`src/sio_regs.svh`:
```
// Overview of operation
// - One 8-bit shift register receives serial data and sends written data.
// - Clock source 11 osc, 10 osc half, 01 timer half, 00 external slave.
// - Timer source: shift clock toggles on each timer 1 underflow not closer than a 1 MHz half period to the last.
// - Timer shift clock never faster than 1 MHz; osc sources and external clock are not limited.
// - Reset selects slave mode with external shift clock.
// - Master drives its selected internal clock onto the clock pin.
// - Master stops after 8 clocks, clock pin held at idle level.
// - Slave ignores clock edges after 8 clocks of the current byte.
// - Ready output on pin 3 in slave mode; general I/O in master.
// - Transmit pin carries serial data only while output enable is 1.
// - Reset leaves all four shared pins as general-purpose I/O.
// - Build-time polarity choice covers shift clock and ready together.
// - Writing 1 to the trigger bit starts an 8-bit transfer.
// - Edge select 1 shifts on active edge, 0 on opposite edge.
// - Completion flag sets even when masked; interrupt only if enabled.
// - Ready rises on trigger, drops on first clock high or data access.
`ifndef SIO_REGS_SVH
`define SIO_REGS_SVH

// ----------------------------------------
// Register offsets
// ----------------------------------------
`define SIO_OFF_CTRL    8'h00
`define SIO_OFF_TRIG    8'h04
`define SIO_OFF_DATA    8'h08
`define SIO_OFF_STATUS  8'h0C
`define SIO_OFF_CLEAR   8'h10
`define SIO_OFF_IRQEN   8'h14
`define SIO_OFF_GPIO    8'h18

// ----------------------------------------
// Fields and reset values
// ----------------------------------------
`define SIO_CTRL_SRC_LO   0
`define SIO_CTRL_SRC_HI   1
`define SIO_CTRL_EDGE     2
`define SIO_CTRL_FUNC     3
`define SIO_CTRL_OUTEN    4
`define SIO_SRC_OSC       2'h3
`define SIO_SRC_OSC_HALF  2'h2
`define SIO_SRC_TIMER     2'h1
`define SIO_SRC_SLAVE     2'h0
`define SIO_SRC_RESET     2'h0
`define SIO_BITS_PER_BYTE 4'h8
`define SIO_LAST_BIT      4'h7

// ----------------------------------------
// Timing
// ----------------------------------------
`define SIO_CLK_KHZ       200000
`define SIO_SCLK_MAX_KHZ  1000
`define SIO_HALF_MIN \
  ((`SIO_CLK_KHZ + 2 * `SIO_SCLK_MAX_KHZ - 1) / (2 * `SIO_SCLK_MAX_KHZ))

`endif

```
`src/sio_pkg.sv`:
```
package sio_pkg;
  // Transfer engine states
  typedef enum logic {
    ST_IDLE,
    ST_RUN
  } xfer_state_t;
endpackage : sio_pkg

```
`src/sync_if.sv`:
```
`timescale 1ns/1ps
`default_nettype none
// Raw pin in, filtered level and edge pulses out
interface sync_if;
  logic raw;
  logic level;
  logic rise;
  logic fall;
  modport sync_side (input raw, output level, output rise, output fall);
  modport user_side (output raw, input level, input rise, input fall);
endinterface : sync_if
`default_nettype wire

```
`src/pin_sync.sv`:
```
`timescale 1ns/1ps
`default_nettype none
// Three-stage synchroniser; level moves once stages two and three agree
module pin_sync
  import sio_pkg::*;
(
  input  wire logic     i_clock,
  input  wire logic     i_rst_n,
  sync_if.sync_side     port
);
  logic [2:0] stg_q;
  logic [2:0] stg_d;
  logic       lvl_q;
  logic       lvl_d;
  logic       rise_q;
  logic       rise_d;
  logic       fall_q;
  logic       fall_d;

  // Stage one is read only by stage two
  always_comb begin
    stg_d  = {stg_q[1:0], port.raw};
    lvl_d  = (stg_q[1] == stg_q[2]) ? stg_q[2] : lvl_q;
    rise_d = lvl_d & ~lvl_q;
    fall_d = ~lvl_d & lvl_q;
  end

  always_ff @(posedge i_clock or negedge i_rst_n) begin
    if (!i_rst_n) begin
      stg_q  <= 3'h0;
      lvl_q  <= 1'b0;
      rise_q <= 1'b0;
      fall_q <= 1'b0;
    end else begin
      stg_q  <= stg_d;
      lvl_q  <= lvl_d;
      rise_q <= rise_d;
      fall_q <= fall_d;
    end
  end

  assign port.level = lvl_q;
  assign port.rise  = rise_q;
  assign port.fall  = fall_q;
endmodule : pin_sync
`default_nettype wire

```
`src/serial_port.sv`:
```
`timescale 1ns/1ps
`default_nettype none
`include "sio_regs.svh"
module serial_port
  import sio_pkg::*;
#(
  parameter bit POSITIVE_POL = 1'b1
) (
  input  wire logic        i_clock,
  input  wire logic        i_rst_n,
  input  wire logic        i_psel,
  input  wire logic        i_penable,
  input  wire logic        i_pwrite,
  input  wire logic [7:0]  i_paddr,
  input  wire logic [31:0] i_pwdata,
  output var  logic [31:0] o_prdata,
  output var  logic        o_pready,
  output var  logic        o_pslverr,
  input  wire logic        i_osc_clock,
  input  wire logic        i_timer1_underflow,
  input  wire logic [3:0]  i_port_in,
  output var  logic [3:0]  o_port_out,
  output var  logic [3:0]  o_port_oe,
  output var  logic        o_irq
);
  // Pin 0 rx, 1 tx, 2 shift clock, 3 ready
  localparam logic INV = ~POSITIVE_POL;
  localparam logic [7:0] HALF_MIN = 8'(`SIO_HALF_MIN);

  // ----------------------------------------
  // Input synchronisers
  // ----------------------------------------
  sync_if u_if_sclk ();
  sync_if u_if_rx ();
  sync_if u_if_osc ();
  assign u_if_sclk.raw = i_port_in[2];
  assign u_if_rx.raw   = i_port_in[0];
  assign u_if_osc.raw  = i_osc_clock;
  pin_sync u_sync_sclk (.i_clock(i_clock), .i_rst_n(i_rst_n),
                        .port(u_if_sclk));
  pin_sync u_sync_rx   (.i_clock(i_clock), .i_rst_n(i_rst_n),
                        .port(u_if_rx));
  pin_sync u_sync_osc  (.i_clock(i_clock), .i_rst_n(i_rst_n),
                        .port(u_if_osc));

  // ----------------------------------------
  // State
  // ----------------------------------------
  xfer_state_t state_q, state_d;
  logic [1:0]  src_q, src_d;
  logic        edge_q, edge_d;
  logic        func_q, func_d;
  logic        outen_q, outen_d;
  logic [3:0]  gout_q, gout_d;
  logic [3:0]  gdir_q, gdir_d;
  logic        irqen_q, irqen_d;
  logic        flag_q, flag_d;
  logic [7:0]  sr_q, sr_d;
  logic        tx_q, tx_d;
  logic        sclk_q, sclk_d;
  logic [3:0]  cnt_q, cnt_d;
  logic        ready_q, ready_d;
  logic [7:0]  gap_q, gap_d;
  logic        pready_q, pready_d;
  logic        pslverr_q, pslverr_d;
  logic [31:0] prdata_q, prdata_d;
  logic [3:0]  pout_q, pout_d;
  logic [3:0]  poe_q, poe_d;
  logic        irq_q, irq_d;

  logic        setup, acc, wr, mapped, master, tick, ok_gap;
  logic        ext_rise, ext_fall, rise_ev, fall_ev, done;
  logic        trig_wr, data_acc, clr_wr;

  // ----------------------------------------
  // Bus decode
  // ----------------------------------------
  // Answer prepared in setup, so access phase never waits
  assign setup    = i_psel & ~i_penable;
  assign acc      = i_psel & i_penable & pready_q;
  assign wr       = acc & i_pwrite;
  assign trig_wr  = wr && i_paddr == `SIO_OFF_TRIG && i_pwdata[0];
  assign data_acc = acc && i_paddr == `SIO_OFF_DATA;
  assign clr_wr   = wr && i_paddr == `SIO_OFF_CLEAR && i_pwdata[0];

  always_comb begin
    mapped = 1'b1;
    case (i_paddr)
      `SIO_OFF_CTRL:   prdata_d = {27'h0, outen_q, func_q, edge_q, src_q};
      `SIO_OFF_TRIG:   prdata_d = 32'h0;
      `SIO_OFF_DATA:   prdata_d = {24'h0, sr_q};
      `SIO_OFF_STATUS: prdata_d = {30'h0, state_q == ST_RUN, flag_q};
      `SIO_OFF_CLEAR:  prdata_d = 32'h0;
      `SIO_OFF_IRQEN:  prdata_d = {31'h0, irqen_q};
      `SIO_OFF_GPIO:   prdata_d = {24'h0, gdir_q, gout_q};
      default: begin
        prdata_d = 32'h0;
        mapped   = 1'b0;
      end
    endcase
    if (!setup) begin
      prdata_d = prdata_q;
      mapped   = ~pslverr_q;
    end
    pready_d  = setup ? 1'b1 : (acc ? 1'b0 : pready_q);
    pslverr_d = ~mapped;
  end

  // ----------------------------------------
  // Shift clock sources
  // ----------------------------------------
  // Timer ticks closer than the 1 MHz half period are dropped
  assign ok_gap = gap_q >= HALF_MIN;
  assign master = src_q != `SIO_SRC_SLAVE;
  always_comb begin
    case (src_q)
      `SIO_SRC_OSC:      tick = u_if_osc.rise | u_if_osc.fall;
      `SIO_SRC_OSC_HALF: tick = u_if_osc.rise;
      `SIO_SRC_TIMER:    tick = i_timer1_underflow & ok_gap;
      default:           tick = 1'b0;
    endcase
  end
  assign ext_rise = POSITIVE_POL ? u_if_sclk.rise : u_if_sclk.fall;
  assign ext_fall = POSITIVE_POL ? u_if_sclk.fall : u_if_sclk.rise;
  // Edges beyond the eighth never reach the engine once idle
  assign rise_ev = (state_q == ST_RUN) &
                   (master ? (tick & ~sclk_q) : ext_rise);
  assign fall_ev = (state_q == ST_RUN) &
                   (master ? (tick & sclk_q) : ext_fall);
  assign done    = fall_ev && cnt_q == `SIO_LAST_BIT;

  // ----------------------------------------
  // Transfer engine
  // ----------------------------------------
  always_comb begin
    state_d = state_q;
    sr_d    = sr_q;
    tx_d    = tx_q;
    sclk_d  = sclk_q;
    cnt_d   = cnt_q;
    ready_d = ready_q;
    gap_d   = (src_q == `SIO_SRC_TIMER && tick) ? 8'h0 :
              (ok_gap ? gap_q : gap_q + 8'h1);
    case (state_q)
      ST_IDLE: begin
        if (data_acc && i_pwrite)
          sr_d = i_pwdata[7:0];
        if (trig_wr) begin
          state_d = ST_RUN;
          cnt_d   = 4'h0;
          tx_d    = sr_q[7];
          ready_d = ~master;
        end
      end
      ST_RUN: begin
        if (master && tick)
          sclk_d = ~sclk_q;
        if (rise_ev) begin
          tx_d = sr_q[7];
          if (edge_q)
            sr_d = {sr_q[6:0], u_if_rx.level};
        end
        if (fall_ev) begin
          if (!edge_q)
            sr_d = {sr_q[6:0], u_if_rx.level};
          cnt_d = cnt_q + 4'h1;
          if (done) begin
            state_d = ST_IDLE;
            sclk_d  = 1'b0;
          end
        end
      end
      default: state_d = ST_IDLE;
    endcase
    if (master || rise_ev || data_acc)
      ready_d = 1'b0;
  end

  // ----------------------------------------
  // Control registers and interrupt
  // ----------------------------------------
  always_comb begin
    src_d   = src_q;
    edge_d  = edge_q;
    func_d  = func_q;
    outen_d = outen_q;
    gout_d  = gout_q;
    gdir_d  = gdir_q;
    irqen_d = irqen_q;
    if (wr && i_paddr == `SIO_OFF_CTRL) begin
      src_d   = i_pwdata[`SIO_CTRL_SRC_HI:`SIO_CTRL_SRC_LO];
      edge_d  = i_pwdata[`SIO_CTRL_EDGE];
      func_d  = i_pwdata[`SIO_CTRL_FUNC];
      outen_d = i_pwdata[`SIO_CTRL_OUTEN];
    end
    if (wr && i_paddr == `SIO_OFF_GPIO) begin
      gout_d = i_pwdata[3:0];
      gdir_d = i_pwdata[7:4];
    end
    if (wr && i_paddr == `SIO_OFF_IRQEN)
      irqen_d = i_pwdata[0];
    // A completion in the clear cycle survives
    flag_d = (flag_q & ~clr_wr) | done;
    irq_d  = flag_d & irqen_d;
  end

  // ----------------------------------------
  // Shared pin muxing
  // ----------------------------------------
  always_comb begin
    pout_d = gout_q;
    poe_d  = gdir_q;
    if (func_q)
      poe_d[0] = 1'b0;
    if (outen_q) begin
      pout_d[1] = tx_q;
      poe_d[1]  = 1'b1;
    end
    if (func_q && master) begin
      pout_d[2] = sclk_d ^ INV;
      poe_d[2]  = 1'b1;
    end else if (func_q) begin
      poe_d[2] = 1'b0;
    end
    if (func_q && !master) begin
      pout_d[3] = ready_d ^ INV;
      poe_d[3]  = 1'b1;
    end
  end

  // ----------------------------------------
  // Registers
  // ----------------------------------------
  always_ff @(posedge i_clock or negedge i_rst_n) begin
    if (!i_rst_n) begin
      state_q   <= ST_IDLE;
      src_q     <= `SIO_SRC_RESET;
      edge_q    <= 1'b0;
      func_q    <= 1'b0;
      outen_q   <= 1'b0;
      gout_q    <= 4'h0;
      gdir_q    <= 4'h0;
      irqen_q   <= 1'b0;
      flag_q    <= 1'b0;
      sr_q      <= 8'h0;
      tx_q      <= 1'b0;
      sclk_q    <= 1'b0;
      cnt_q     <= 4'h0;
      ready_q   <= 1'b0;
      gap_q     <= 8'h0;
      pready_q  <= 1'b0;
      pslverr_q <= 1'b0;
      prdata_q  <= 32'h0;
      pout_q    <= 4'h0;
      poe_q     <= 4'h0;
      irq_q     <= 1'b0;
    end else begin
      state_q   <= state_d;
      src_q     <= src_d;
      edge_q    <= edge_d;
      func_q    <= func_d;
      outen_q   <= outen_d;
      gout_q    <= gout_d;
      gdir_q    <= gdir_d;
      irqen_q   <= irqen_d;
      flag_q    <= flag_d;
      sr_q      <= sr_d;
      tx_q      <= tx_d;
      sclk_q    <= sclk_d;
      cnt_q     <= cnt_d;
      ready_q   <= ready_d;
      gap_q     <= gap_d;
      pready_q  <= pready_d;
      pslverr_q <= pslverr_d;
      prdata_q  <= prdata_d;
      pout_q    <= pout_d;
      poe_q     <= poe_d;
      irq_q     <= irq_d;
    end
  end

  assign o_prdata   = prdata_q;
  assign o_pready   = pready_q;
  assign o_pslverr  = pslverr_q;
  assign o_port_out = pout_q;
  assign o_port_oe  = poe_q;
  assign o_irq      = irq_q;
endmodule : serial_port
`default_nettype wire

```
`config.mk`:
```
export PLATFORM = sky130hd
export DESIGN_NAME = serial_port
export DESIGN_NICKNAME = d
export VERILOG_FILES = /design/src/sio_pkg.sv /design/src/sync_if.sv /design/src/pin_sync.sv /design/src/serial_port.sv
export VERILOG_INCLUDE_DIRS = /design/src
export SDC_FILE = /design/constraint.sdc
export NUM_CORES = 1
export LEC_CHECK = 0
export ABC_AREA = 1
export BUFFER_PORTS_ARGS = -buffer_cell sky130_fd_sc_hd__buf_2
export CAP_MARGIN = 20
export CORE_MARGIN = 2
export CORE_UTILIZATION = 55
export CTS_BUF_LIST = sky130_fd_sc_hd__clkbuf_16
export CTS_CLUSTER_SIZE = 40
export DETAILED_ROUTE_END_ITERATION = 6
export GPL_ROUTABILITY_DRIVEN = 0
export HOLD_SLACK_MARGIN = 0.08
export PLACE_DENSITY_LB_ADDON = 0.2
export SYNTH_ARGS = -nofsm -noshare
export SYNTH_HDL_FRONTEND = slang
export SYNTH_HIERARCHICAL = 1
export SYNTH_SLANG_ARGS = --single-unit
```
`constraint.sdc`:
```
create_clock -name i_clock -period 3.3 [get_ports i_clock]
set_clock_uncertainty 0.05 [all_clocks]
set_input_delay 0.33 -clock i_clock [delete_from_list [all_inputs] [get_ports i_clock]]
set_output_delay 0.33 -clock i_clock [all_outputs]
set_load 0.005 [all_outputs]
```
==> out/metrics.cfg <==
[clock_network]
numCtsBuffers=9
cts_num_sinks=74
clock_path_buffers=2
path_clk_slew_ps=60
cts-resized-gates=0
cts_tree=yes
h-tree-depth=3
cts_root_buf=clkbuf_16
insertion_delay_ps=330

[cells_and_area]
final_common_cell=nand2_1
drive_gt1_frac=0.166
fin_nets=554
syn_to_final_growth_pct=15.1
diodes=0
final_cell_mix=132 x nand2_1, 74 x dfrtp_1, 59 x inv_1
utilization=0.656
stdcell_count=582

[setup_path]
slowest_stage=dfrtp_1
required_ps=3520
r2r.worst_path.cells=6
regToRegStartpoint=state_q
r2r-end=sr_q[1]
cp-end-kind=flop
setup.worst_path.start_class=flop
crit_fanout=21
worstPathArrival_ps=2250
reg2reg_slack_ps=1270
crit_top_cell=nand2_1
startpoint=state_q
cp_cell_sequence=inv_1 -> nand2_1 -> nand2_1 -> nand2_1 -> nand2_1 -> inv_1
slowest_delay_ps=850
crit_type=flop to flop

[detailed_routing]
wl_mm=7.35
firstDrtPassIters=4
first_iter_violations=141
via_count=2890
antenna_left=0
via_per_inst=4.97
post_drt_wl_per_cell_um=12.6
drc_errors=0

[die]
fp.dieW_um=85.4
die-height_um=85.4
ioPinCount=94
die_area_um2=7290
row_count=29
start_util=0.570
core_area_um2=6390

[hold_path]
hold_end=o_pready
worstHoldPathType=primary input to flop
whs_path_depth=4
hold_path.startpoint=i_psel

[global_route]
antenna_found_initial=0
gr-total-overflow=0
grt_pass1_wl_mm=12.6
grt_pass1_vias=2724
grt_use_total=0.221
grt_max_degree=49

[sta]
rsz0062_at_grt=false
slew_headroom=0.476
finalCritPeriodShare=0.615
drv_slew=0
tns_ps=0
hold_violations=0
period_needed_ps=2030
fmax_mhz=493
tightest_slew_ps=786
setup_viol=0
fin_ws_ps=1270

[status]
outcome=finished, final reports clean

[place]
hpwl_mm=5.32
pre_cts_ws_ps=1280
dpl.cell_count=561
io_buffers=43

[synthesis]
syn_avg_cell_area_um2=8.18
syn_inst=445
synth_warnings=6
netlist_area_um2=3640

[power]
ir_drop_uv=538
p_per_area_nw_per_um2=536
leakagePower_uw=0.00226

[run]
maxCapViolCount=0

-- worst max path at each step --
stage	endpoint	slack (ps)
6_report	sr_q[1]	1270
5_1_grt	sr_q[1]	1000
4_1_cts	sr_q[1]	1270
3_5_place_dp	sr_q[6]	1280
3_3_place_gp	sr_q[2]	1320
2_1_floorplan	sr_q[0]	1780
-- per-layer routing --
metal  global-route usage  share of wire
met2                0.346           0.46
met3               0.0438          0.063
met1                0.305           0.46
met5                    0              0
met4               0.0880          0.014
-- flip-flops by register name, summed over array words and instances, names as in the netlist, 2 cells and up, named ones only --
name               flops
gout_q                 4
sr_q                   8
gap_q                  8
o_port_oe              4
gdir_q                 4
cnt_q                  4
o_prdata               8
u_sync_osc/stg_q       3
src_q                  2
o_port_out             4
u_sync_sclk/stg_q      3
u_sync_rx/stg_q        3
-- repair_timing --
action	in CTS	in global routing
hold buffers	3	1
buffers inserted	0	0
hold endpoints to repair	3	6
-- power breakdown --
part           internal [uW]  switching (uW)  leakage [uW]  total, uW
registers                983            50.8      0.000944       1030
clock network            575             358      0.000138        933
logic                    102             175       0.00118        277
-- worst max-delay path, delay by kind of cell, from the launching register on --
family | cells | cell delay [ps]
flip-flops | 1 | 850
buffers and inverters | 2 | 480
AND/OR/NAND/NOR | 4 | 580
-- final cells by class --
class,count,area (um^2)
Tap cell,77,96.3
Sequential cell,74,1850
Fill cell,543,2200
Multi-Input combinational cell,304,1440
Inverter,61,229
Timing Repair Buffer,50,290
Clock buffer,9,225
Clock inverter,7,61.3
-- metrics by stage --
step	power [uW]	cell area, um^2	hold WS, ps
2_1_floorplan	1250	3730	-15.6
3_3_place_gp	1300	3840	282
3_5_place_dp	1320	3840	289
4_1_cts	2250	4160	177
5_1_grt	2360	4190	241
6_report	2240	4190	216
Note: power is estimated with default switching activity, not from simulation.
